### config.mk
export PLATFORM = sky130hd
export DESIGN_NAME = host_bus_interface
export DESIGN_NICKNAME = d
export VERILOG_FILES = /design/src/rtl/host_port_pkg.sv /design/src/rtl/spi_slave_port.sv /design/src/rtl/host_bus_interface.sv
export SDC_FILE = /design/constraint.sdc
export NUM_CORES = 1
export LEC_CHECK = 0
export BUFFER_PORTS_ARGS = -buffer_cell sky130_fd_sc_hd__buf_4
export CORE_ASPECT_RATIO = 1.5
export CORE_MARGIN = 10
export CORE_UTILIZATION = 40
export CTS_CLUSTER_SIZE = 40
export DETAILED_ROUTE_END_ITERATION = 8
export SETUP_SLACK_MARGIN = 0.05
export SYNTH_ARGS = -nofsm -noshare
export SYNTH_HDL_FRONTEND = slang
export SYNTH_SLANG_ARGS = --single-unit
### constraint.sdc
create_clock -name clk_i -period 3.3 [get_ports clk_i]
set_input_delay 0.33 -clock clk_i [delete_from_list [all_inputs] [get_ports clk_i]]
set_output_delay 0.33 -clock clk_i [all_outputs]
set_load 0.005 [all_outputs]
### src/rtl/host_port_pkg.sv
// Shared constants and carrier types for the host access port
package host_port_pkg;
	localparam int ADDR_W = 16;
	localparam int PIN_ADDR_W = 15;
	localparam int DATA_W = 8;
	localparam logic [1:0] IDX_MODE = 2'h0;
	localparam logic [1:0] IDX_ADDR_HI = 2'h1;
	localparam logic [1:0] IDX_ADDR_LO = 2'h2;
	localparam logic [1:0] IDX_DATA = 2'h3;
	localparam int MODE_INDIRECT_BIT = 0;
	localparam int MODE_AUTO_INC_BIT = 1;
	localparam logic [7:0] MODE_RESET = 8'h00;
	localparam logic [15:0] MODE_CTRL_ADDR = 16'h0000;
	localparam logic [7:0] OP_WRITE = 8'hF0;
	localparam logic [7:0] OP_READ = 8'h0F;
	localparam logic [5:0] SPI_HDR_BITS = 6'h18;
	localparam logic [5:0] SPI_FRAME_BITS = 6'h20;
	localparam logic [15:0] ADDR_STEP = 16'h0001;

	typedef struct packed {
		logic rd;
		logic wr;
		logic [ADDR_W-1:0] addr;
		logic [DATA_W-1:0] wdata;
	} mem_req_t;

	typedef struct packed {
		logic valid;
		logic [DATA_W-1:0] data;
	} mem_rsp_t;
endpackage : host_port_pkg

### src/rtl/spi_slave_port.sv
// Serial slave front end: frame capture, opcode decode and read-data shift out
`timescale 1ns/1ps
module spi_slave_port
	import host_port_pkg::*;
(
	input wire logic clk_i,
	input wire logic srst_i,
	input wire logic enable_i,
	input wire logic sclk_i,
	input wire logic ss_n_i,
	input wire logic mosi_i,
	input wire host_port_pkg::mem_rsp_t rsp_i,
	output host_port_pkg::mem_req_t req_o,
	output logic miso_o,
	output logic miso_oe_o
);
	typedef struct packed {
		logic [2:0] sck_s;
		logic [1:0] ss_s;
		logic [1:0] mosi_s;
		logic [5:0] cnt;
		logic [31:0] sh;
		logic [7:0] rbyte;
		logic miso;
		logic oe;
		logic rdf;
		mem_req_t req;
	} spi_st_t;

	spi_st_t r_r;
	spi_st_t r_nxt;
	logic active;
	logic rise;
	logic fall;
	logic [31:0] sh_in;

	assign active = enable_i && !r_r.ss_s[1];
	// Only edges are used, so either idle clock level works
	assign rise = r_r.sck_s[1] && !r_r.sck_s[2];
	assign fall = !r_r.sck_s[1] && r_r.sck_s[2];
	assign sh_in = {r_r.sh[30:0], r_r.mosi_s[1]};

	always_comb begin
		r_nxt = r_r;
		r_nxt.sck_s = {r_r.sck_s[1:0], sclk_i};
		r_nxt.ss_s = {r_r.ss_s[0], ss_n_i};
		r_nxt.mosi_s = {r_r.mosi_s[0], mosi_i};
		r_nxt.req.rd = 1'b0;
		r_nxt.req.wr = 1'b0;
		if (rsp_i.valid) begin
			r_nxt.rbyte = rsp_i.data;
		end
		if (!active) begin
			// Select released early: partial frame is dropped
			r_nxt.cnt = 6'h00;
			r_nxt.miso = 1'b0;
			r_nxt.oe = 1'b0;
			r_nxt.rdf = 1'b0;
		end else begin
			r_nxt.oe = 1'b1;
			if (rise && r_r.cnt < SPI_FRAME_BITS) begin
				r_nxt.sh = sh_in;
				r_nxt.cnt = r_r.cnt + 6'h01;
				if (r_r.cnt == SPI_HDR_BITS - 6'h01 && sh_in[23:16] == OP_READ) begin
					r_nxt.req.rd = 1'b1;
					r_nxt.req.addr = sh_in[15:0];
					r_nxt.rdf = 1'b1;
				end
				if (r_r.cnt == SPI_FRAME_BITS - 6'h01 && sh_in[31:24] == OP_WRITE) begin
					r_nxt.req.wr = 1'b1;
					r_nxt.req.addr = sh_in[23:8];
					r_nxt.req.wdata = sh_in[7:0];
				end
			end
			if (fall) begin
				// Only a read frame returns data; a stale byte never leaks into other frames
				if (r_r.rdf && r_r.cnt >= SPI_HDR_BITS && r_r.cnt < SPI_FRAME_BITS) begin
					r_nxt.miso = r_r.rbyte[3'h7 - r_r.cnt[2:0]];
				end else begin
					r_nxt.miso = 1'b0;
				end
			end
		end
	end

	always_ff @(posedge clk_i) begin
		if (srst_i) begin
			r_r <= '0;
			r_r.ss_s <= 2'h3;
		end else begin
			r_r <= r_nxt;
		end
	end

	assign req_o = r_r.req;
	assign miso_o = r_r.miso;
	assign miso_oe_o = r_r.oe;
endmodule : spi_slave_port

### src/rtl/host_bus_interface.sv
// Host access port: direct and indirect parallel bus plus serial slave mode
// Contract
// - Direct bus: 15-bit address, byte data, interrupt
// - Indirect bus: 2-bit address, same strobes
// - Indirect map: mode, address high, low, data
// - Indirect address high byte is most significant
// - Auto-increment bumps address on window access
// - Serial select repurposes three upper address pins
// - Serial slave accepts modes zero and three
// - Sample on rising, drive on falling clock
// - Frame: opcode, two address bytes, data
// - All fields shifted most significant bit first
// - Opcode F0 writes, 0F reads, others ignored
`timescale 1ns/1ps
module host_bus_interface
	import host_port_pkg::*;
(
	input wire logic clk_i,
	input wire logic srst_i,
	input wire logic spi_en_i,
	input wire logic cs_n_i,
	input wire logic rd_n_i,
	input wire logic wr_n_i,
	input wire logic [host_port_pkg::PIN_ADDR_W-1:0] addr_i,
	input wire logic [host_port_pkg::DATA_W-1:0] data_i,
	output logic [host_port_pkg::DATA_W-1:0] data_o,
	output logic data_oe_o,
	output logic int_n_o,
	output logic miso_o,
	output logic miso_oe_o,
	input wire logic irq_i,
	output host_port_pkg::mem_req_t mem_req_o,
	input wire logic [host_port_pkg::DATA_W-1:0] mem_rdata_i
);
	typedef enum {PEND_NONE, PEND_PAR, PEND_SPI} pend_t;

	typedef struct packed {
		logic [1:0] en_s;
		logic [1:0] cs_s;
		logic [1:0] rd_s;
		logic [1:0] wr_s;
		logic [PIN_ADDR_W-1:0] a_s1;
		logic [PIN_ADDR_W-1:0] a_s2;
		logic [DATA_W-1:0] d_s1;
		logic [DATA_W-1:0] d_s2;
		logic rd_act;
		logic wr_act;
		logic [PIN_ADDR_W-1:0] wa;
		logic [DATA_W-1:0] wd;
		logic [DATA_W-1:0] mode;
		logic [ADDR_W-1:0] iaddr;
		mem_req_t req;
		pend_t pend;
		mem_rsp_t srsp;
		logic [DATA_W-1:0] dout;
		logic doe;
		logic int_n;
	} st_t;

	st_t r_r;
	st_t r_nxt;
	mem_req_t spi_req;
	logic spi_mode;
	logic ind;
	logic rd_now;
	logic wr_now;
	logic rd_start;
	logic wr_end;
	logic [1:0] idx;
	logic win_hit;

	// Parallel strobes are ignored while the serial strap is high, except that a write strobe already low when it rises commits then
	assign spi_mode = r_r.en_s[1];
	assign ind = r_r.mode[MODE_INDIRECT_BIT];
	assign rd_now = !spi_mode && !r_r.cs_s[1] && !r_r.rd_s[1];
	assign wr_now = !spi_mode && !r_r.cs_s[1] && !r_r.wr_s[1];
	assign rd_start = rd_now && !r_r.rd_act;
	assign wr_end = !wr_now && r_r.wr_act;
	assign idx = rd_start ? r_r.a_s2[1:0] : r_r.wa[1:0];
	assign win_hit = (rd_start || wr_end) && ind && idx == IDX_DATA;

	always_comb begin
		logic [ADDR_W-1:0] tgt;
		tgt = '0;
		r_nxt = r_r;
		r_nxt.en_s = {r_r.en_s[0], spi_en_i};
		r_nxt.cs_s = {r_r.cs_s[0], cs_n_i};
		r_nxt.rd_s = {r_r.rd_s[0], rd_n_i};
		r_nxt.wr_s = {r_r.wr_s[0], wr_n_i};
		r_nxt.a_s1 = addr_i;
		r_nxt.a_s2 = r_r.a_s1;
		r_nxt.d_s1 = data_i;
		r_nxt.d_s2 = r_r.d_s1;
		r_nxt.rd_act = rd_now;
		r_nxt.wr_act = wr_now;
		r_nxt.doe = rd_now;
		r_nxt.int_n = !irq_i;
		r_nxt.req.rd = 1'b0;
		r_nxt.req.wr = 1'b0;
		r_nxt.pend = PEND_NONE;
		r_nxt.srsp.valid = 1'b0;
		// Write data is held while the strobe is low; commit at release
		if (wr_now) begin
			r_nxt.wa = r_r.a_s2;
			r_nxt.wd = r_r.d_s2;
		end
		// Core answers in the same cycle as the read request
		case (r_r.pend)
			PEND_PAR: r_nxt.dout = mem_rdata_i;
			PEND_SPI: begin
				r_nxt.srsp.valid = 1'b1;
				r_nxt.srsp.data = mem_rdata_i;
			end
			default: ;
		endcase
		if (rd_start || wr_end) begin
			tgt = ind ? r_r.iaddr : {1'b0, (rd_start ? r_r.a_s2 : r_r.wa)};
			if (ind && idx != IDX_DATA) begin
				// Indexes other than data reach only the three local bytes
				case (idx)
					IDX_MODE: begin
						if (rd_start) r_nxt.dout = r_r.mode;
						else r_nxt.mode = r_r.wd;
					end
					IDX_ADDR_HI: begin
						if (rd_start) r_nxt.dout = r_r.iaddr[15:8];
						else r_nxt.iaddr[15:8] = r_r.wd;
					end
					IDX_ADDR_LO: begin
						if (rd_start) r_nxt.dout = r_r.iaddr[7:0];
						else r_nxt.iaddr[7:0] = r_r.wd;
					end
					default: ;
				endcase
			end else if (tgt == MODE_CTRL_ADDR) begin
				if (rd_start) r_nxt.dout = r_r.mode;
				else r_nxt.mode = r_r.wd;
			end else begin
				r_nxt.req.rd = rd_start;
				r_nxt.req.wr = wr_end;
				r_nxt.req.addr = tgt;
				r_nxt.req.wdata = r_r.wd;
				r_nxt.pend = rd_start ? PEND_PAR : PEND_NONE;
			end
			if (win_hit && r_r.mode[MODE_AUTO_INC_BIT]) begin
				r_nxt.iaddr = r_r.iaddr + ADDR_STEP;
			end
		end
		// A serial request can still arrive the cycle after the strap drops; a serial memory request then replaces a parallel read of that cycle
		if (spi_req.rd || spi_req.wr) begin
			if (spi_req.addr == MODE_CTRL_ADDR) begin
				if (spi_req.wr) r_nxt.mode = spi_req.wdata;
				r_nxt.srsp.valid = spi_req.rd;
				r_nxt.srsp.data = r_r.mode;
			end else begin
				r_nxt.req = spi_req;
				r_nxt.pend = spi_req.rd ? PEND_SPI : PEND_NONE;
			end
		end
	end

	always_ff @(posedge clk_i) begin
		if (srst_i) begin
			r_r <= '0;
			r_r.cs_s <= 2'h3;
			r_r.rd_s <= 2'h3;
			r_r.wr_s <= 2'h3;
			r_r.mode <= MODE_RESET;
			r_r.pend <= PEND_NONE;
			r_r.int_n <= 1'b1;
		end else begin
			r_r <= r_nxt;
		end
	end

	// Pins A14..A12 carry clock, select and data in in serial mode; data out leaves on miso_o
	spi_slave_port spi_slave_port_i (
		.clk_i(clk_i),
		.srst_i(srst_i),
		.enable_i(spi_mode),
		.sclk_i(addr_i[14]),
		.ss_n_i(addr_i[13]),
		.mosi_i(addr_i[12]),
		.rsp_i(r_r.srsp),
		.req_o(spi_req),
		.miso_o(miso_o),
		.miso_oe_o(miso_oe_o)
	);

	assign data_o = r_r.dout;
	assign data_oe_o = r_r.doe;
	assign int_n_o = r_r.int_n;
	assign mem_req_o = r_r.req;
endmodule : host_bus_interface

==> flow_summary.json, run 1 <==
{
  "yosys_warnings": 0,
  "power_density_mw_per_mm2": 481,
  "vias": 8422,
  "met3_usage_pct": 2.63,
  "worstPathArrival_ns": 3.29,
  "setup_viol": 0,
  "skew_ns": 0.0145,
  "slew_headroom_pct": 33.9,
  "multi_input_area_sq_mm": 0.00491,
  "yosysSeqAreaShare_pct": 44.7,
  "worst-r2r-cell-count": 8,
  "drive_gt1_share_pct": 14.6,
  "insertion_delay_ns": 0.53,
  "cp-start-kind": "register",
  "cap_violations": 0,
  "cts_root_buf": "clkbuf_16",
  "post_cts_resized": 0,
  "clockBufferDepth": 3,
  "die_h_microns": 215,
  "layout.nets": 1219,
  "peakVddDrop_v": 0.000362,
  "grtUsageTotal_pct": 17.4,
  "hpwl_microns": 20400,
  "slew_viol_final": 0,
  "gp_congestion": 0.890,
  "synth.ff_latch_count": 226,
  "r2r-start": "r_r[177]",
  "n_fill_cell": 2510,
  "grt_overflow": 0,
  "htree_levels": 1,
  "synth_top_cell_area_share_pct": 44.7,
  "period_share_pct": 86.4,
  "cts_buffers": 23,
  "syn_area_sq_mm": 0.0101,
  "endpoint": "data_o[5]",
  "reg2reg_slack_ns": 0.45,
  "cts_setup_buffers": 0,
  "syn_nets": 1202,
  "coreArea_sq_mm": 0.0251,
  "worst_pin_slew_ns": 0.989,
  "cts_tree": "yes",
  "synth_area_leaders": "dfxtp_1 (45%), mux2i_1 (6.4%), nand2_1 (6.3%)",
  "antenna_cells": 0,
  "rows": 71,
  "crit_fanout": 19,
  "grt_first_pass_wirelength_microns": 45600,
  "clk_pin_slew_worst_paths_ns": 0.07,
  "rsz0062_at_grt": "false",
  "netlist.top_cell.by_area": "dfxtp_1",
  "critPathCaptureType": "register",
  "die_area_sq_mm": 0.0322,
  "io_buffers": 75,
  "grt_pass1_vias": 8287,
  "worstHoldPathType": "in -> reg",
  "period_minus_slack_ns": 2.85,
  "antenna_found_initial": 0,
  "syn_inst": 1162,
  "postRouteAntennaNets": 0,
  "startpoint": "r_r[177]",
  "fmax_ghz": 0.351,
  "drc": 0,
  "yosysMostFrequentCell": "dfxtp_1",
  "final-seq-area_sq_mm": 0.00452,
  "avgSynthCellArea_sq_um": 8.72,
  "grtUsageMet2_pct": 28.9,
  "die-width_microns": 150,
  "use_met1_pct": 21.7,
  "ys_top_cells_by_count": "dfxtp_1 (226), nand2_1 (171), nor2_1 (109)",
  "status": "complete, no violations",
  "synth_cell_types": 76,
  "areaGrowthSynthToFinish_pct": 13.2,
  "wl_per_cell_microns": 18.8,
  "final-hold-violation-count": 0,
  "drt_iter0_drc": 814,
  "async_reset_ff_share_pct": 0,
  "reg2reg_to": "data_o[5]",
  "hold_slack_ns": 0.0155,
  "p_leak_nw": 3.93,
  "fin_tns_setup_ns": 0,
  "yosys_most_used_dff": "dfxtp_1",
  "grt_max_degree": 94,
  "synth_edf_count": 0,
  "crit_required_ns": 3.74,
  "num_io_pins": 76,
  "worst-setup-path-type": "reg -> reg",
  "routed_via_density": 5.53,
  "fin_util_pct": 45.8,
  "wl_microns": 28700,
  "grt.busiest_layer": "met2",
  "initial_core_util_pct": 40.4,
  "first_pass_iters": 5,
  "cts.sinks": 226
}
stage by stage:
step                std cells  cell area [sq um]  setup slack, ns  total power, mW
global placement         1477              10700            0.519             3.05
finish                   1524              11500            0.449             5.52
detailed placement       1477              10700            0.473             3.05
floorplan                1162              10100            0.876             2.97
global route             1524              11500            0.183             5.70
CTS                      1524              11500            0.466             5.58
critical path: stages, from the launching register on:
cell      delay, ns
dfxtp_1        0.44
nor4_4         0.37
buf_4          0.29
buf_4          0.29
mux2i_1        0.52
mux2i_1        0.15
o2111a_1       0.26
a211o_1        0.27
a211oi_1       0.16
cells by family (layout without fill, tap and decap cells):
family	Yosys count	in the layout	synth area share (%)
AO/OA/AOI/OAI	287	287	19.3
XOR/XNOR	4	4	0.346
adder cells (fa/ha/maj)	2	2	0.247
buffers and inverters	136	170	7.00
flip-flops	226	226	44.7
multiplexers	77	77	8.16
AND/OR/NAND/NOR	430	430	20.3
metal layers:
layer	vias to the layer above	share of wire (%)	wire length, microns
met5	-	0	0
met3	64	4.7	1350
met4	0	3.8	1090
li1	4144	-	-
met1	3979	43	12400
met2	235	48	13800
final cells by class:
type / count / share of cell area [%]
Timing Repair Buffer: 109 / 7.28
Multi-Input combinational cell: 800 / 42.8
Sequential cell: 226 / 39.4
Clock inverter: 13 / 0.982
Tap cell: 328 / 3.58
Clock buffer: 29 / 5.30
Inverter: 19 / 0.622
repair_timing:
item,4_1_cts,5_1_grt
setup endpoints to repair,0,0
endpoints found under the hold margin,5,0
hold buffers,5,0
sequential cells by signal, indices dropped and copies added (netlist names):
register,count
spi_slave_port_i.miso_oe_o,1
ind,1
spi_slave_port_i.miso_o,1
spi_slave_port_i.r_nxt,3
data_oe_o,1
spi_slave_port_i.r_r,48
int_n_o,1
r_r,84
mem_req_o,26
spi_slave_port_i.req_o,26
r_nxt,26
data_o,8
where the power goes:
part           internal (mW)  total (mW)  switching [mW]
Sequential              2.77        2.80          0.0327
Combinational         0.0917       0.195           0.103
Clock                   1.40        2.52            1.12
Total                   4.26        5.52            1.26
worst min path at each step:
stage                                     startpoint                       end  slack, ns  cells after the start
after floorplan                           r_nxt[173]                  r_r[173]       0.39                      1
after global placement    spi_slave_port_i.r_nxt[78]  spi_slave_port_i.r_r[78]       0.39                      1
after detailed placement                  r_nxt[173]                  r_r[173]       0.40                      1
after CTS                                  data_i[4]                r_nxt[130]      0.002                      2
after global routing                      addr_i[12]                r_nxt[154]       0.01                      2
final                                      addr_i[5]                r_nxt[147]       0.02                      2
cells in the final DEF, fill, tap and decap left out, drive strengths merged, types with 6 or more instances in the layout:
master / count
o221ai: 6
dfxtp: 226
a31oi: 33
nor4: 14
inv: 21
o21ai: 48
a21oi: 83
a211oi: 43
mux2i: 66
nor2b: 52
o31ai: 6
o41a: 6
nand3: 17
clkbuf: 29
nor3: 13
o221a: 8
buf: 104
a22oi: 6
mux2: 9
or2: 9
a22o: 8
and4: 8
nand2: 171
clkinv: 7
nor2: 109
Note: power is estimated with default switching activity, not from simulation.
==> run 2: changes to the inputs <==
--- a/config.mk
+++ b/config.mk
@@ -14,4 +14,5 @@
 export SETUP_SLACK_MARGIN = 0.05
 export SYNTH_ARGS = -nofsm -noshare
 export SYNTH_HDL_FRONTEND = slang
+export SYNTH_HIERARCHICAL = 1
 export SYNTH_SLANG_ARGS = --single-unit
==> flow_summary.json, run 2 <==
{
  "p_int_mw": 4.35,
  "worstPathArrival_ns": 3.35,
  "die_area_sq_mm": 0.0330,
  "clockBufferDepth": 3,
  "rows": 72,
  "postLayoutSetupSlackWorst_ns": 0.411,
  "cts_root_buf": "clkbuf_16",
  "wl_microns": 28200,
  "die_h_microns": 217,
  "yosys_warnings": 6,
  "fin_tns_setup_ns": 0,
  "status": "complete, no violations",
  "slew_headroom_pct": 31.7,
  "skew_ns": 0.0161,
  "worstHoldPathType": "in -> reg",
  "p_sw_share_pct": 22.2,
  "yosysSeqAreaShare_pct": 44.3,
  "routed_via_density": 5.43,
  "cts.sinks": 230,
  "areaGrowthSynthToFinish_pct": 11.1,
  "layout.nets": 1252,
  "largest_register": "r_r",
  "final_cell_mix": "dfxtp_1 (230), nand2_1 (209), buf_4 (103)",
  "grt_pass1_vias": 8189,
  "cts_tree": "yes",
  "num_io_pins": 76,
  "synth.ff_latch_count": 230,
  "p_leak_nw": 4.34,
  "layout_commonest_cell": "dfxtp_1",
  "crit_fanout": 31,
  "vias": 8467,
  "largest_reg_flops": 85,
  "antenna_cells": 0,
  "slew_viol_final": 0,
  "rsz0062_at_grt": "false",
  "netlist.top_cell.by_area": "dfxtp_1",
  "r2r-start": "r_r[175]",
  "finalInstanceArea_sq_mm": 0.0116,
  "insertion_delay_ns": 0.53,
  "syn_inst": 1224,
  "async_reset_ff_share_pct": 0,
  "clk_pin_slew_worst_paths_ns": 0.07,
  "drt_iter0_drc": 549,
  "yosysMostFrequentCell": "dfxtp_1",
  "period_share_pct": 87.5,
  "synth_area_leaders": "dfxtp_1 (44%), nand2_1 (7.5%), mux2i_1 (6.2%)",
  "synth_cell_types": 71,
  "grt_overflow": 0,
  "die-width_microns": 152,
  "syn_area_sq_mm": 0.0104,
  "peakVddDrop_v": 0.000314,
  "fin_util_pct": 45.0,
  "dpl_cell_area_sq_mm": 0.0108,
  "n_fill_cell": 2533,
  "critPathCaptureType": "register",
  "crit_required_ns": 3.76,
  "cts_setup_buffers": 0,
  "ys_top_cells_by_count": "dfxtp_1 (230), nand2_1 (209), a21oi_1 (88)",
  "seqPwrFrac_pct": 50.9,
  "power_density_mw_per_mm2": 484,
  "period_minus_slack_ns": 2.89,
  "htree_levels": 1,
  "fmax_ghz": 0.346,
  "setup_viol": 0,
  "final-hold-violation-count": 0,
  "drc": 0,
  "worst-setup-path-type": "reg -> reg",
  "postRouteAntennaNets": 0,
  "cts_buffers": 22,
  "syn_nets": 1264,
  "avgSynthCellArea_sq_um": 8.50,
  "cap_violations": 0,
  "grt_max_degree": 112,
  "p_sw_mw": 1.24,
  "startpoint": "r_r[175]",
  "gp_congestion": 0.939,
  "synth_edf_count": 0,
  "yosys_most_used_dff": "dfxtp_1",
  "grtUsageTotal_pct": 16.9,
  "min-delay-start": "addr_i[9]",
  "p_comb_share_pct": 4.3,
  "post-place-ws_ns": 0.471,
  "grt_first_pass_wirelength_microns": 44900,
  "worst_pin_slew_ns": 1.02,
  "clock_power_share_pct": 44.7,
  "initial_core_util_pct": 40.5,
  "hpwl_microns": 20300,
  "first_pass_iters": 5,
  "antenna_found_initial": 0,
  "drive_gt1_share_pct": 14.3,
  "wl_per_cell_microns": 18.1,
  "cp-start-kind": "register",
  "synth_top_cell_area_share_pct": 44.3,
  "io_buffers": 75,
  "coreArea_sq_mm": 0.0257
}
-- run 2: path summary, 6_finish.rpt --
check / cells after the start / slack, ns / endpoint
hold reg to reg: 1 / 0.41 / r_r[175]
setup / recovery: 8 / 0.41 / data_o[0]
hold / removal: 2 / 0.02 / r_nxt[151]
setup reg to reg: 8 / 0.41 / data_o[0]
-- run 2: timing repair --
| item | CTS | global route |
|---|---|---|
| resized for setup | 0 | 0 |
| hold endpoints to repair | 5 | 0 |
| hold buffers | 5 | 0 |
-- run 2: layout make-up --
type | count | area (sq um) | area share, %
Clock buffer | 33 | 673 | 5.82
Inverter | 25 | 93.8 | 0.812
Sequential cell | 230 | 4600 | 39.8
Clock inverter | 6 | 41.3 | 0.357
Tap cell | 333 | 417 | 3.60
Timing Repair Buffer | 110 | 863 | 7.47
Multi-Input combinational cell | 823 | 4870 | 42.1
-- run 2: layer usage --
layer	global-route usage, %	wire length (microns)
met2	28.8	14100
met4	7.84	1170
met1	20.0	11400
met5	0	0
met3	2.74	1580
-- run 2: critical path: stages (launching register included) --
cell and delay (ns):
dfxtp_1 0.35, nor4_4 0.55, buf_4 0.43, nor3_1 0.07, o21ai_0 0.29, a2111oi_4 0.18, and2_1 0.24, a211oi_2 0.51
a211o_1 0.21
-- run 2: power by group through the flow --
stage	Combinational (mW)	Sequential (mW)	Clock (mW)
floorplan	0.162	2.90	0
global placement	0.237	2.91	0
detailed placement	0.239	2.91	0
CTS	0.245	2.85	2.57
global route	0.266	2.85	2.67
finish	0.242	2.85	2.50
-- run 2: cells by family after synthesis --
| kind of cell | Yosys count | share of synthesized area [%] |
|---|---|---|
| and+or+nand+nor | 465 | 21.3 |
| AOI/OAI and AO/OA | 277 | 17.3 |
| DFF | 230 | 44.3 |
| buffers and inverters | 171 | 9.04 |
| muxes | 74 | 7.46 |
| xor gates and xnor gates | 5 | 0.421 |
| adders and majority gates | 2 | 0.241 |
-- run 2: through the flow --
stage	std cells	total power [mW]	hold slack [ns]
6_report	1560	5.59	0.0233
5_1_grt	1560	5.79	0.0209
4_1_cts	1560	5.66	0.00521
3_5_place_dp	1516	3.15	0.396
3_3_place_gp	1516	3.15	0.397
2_1_floorplan	1224	3.06	0.389
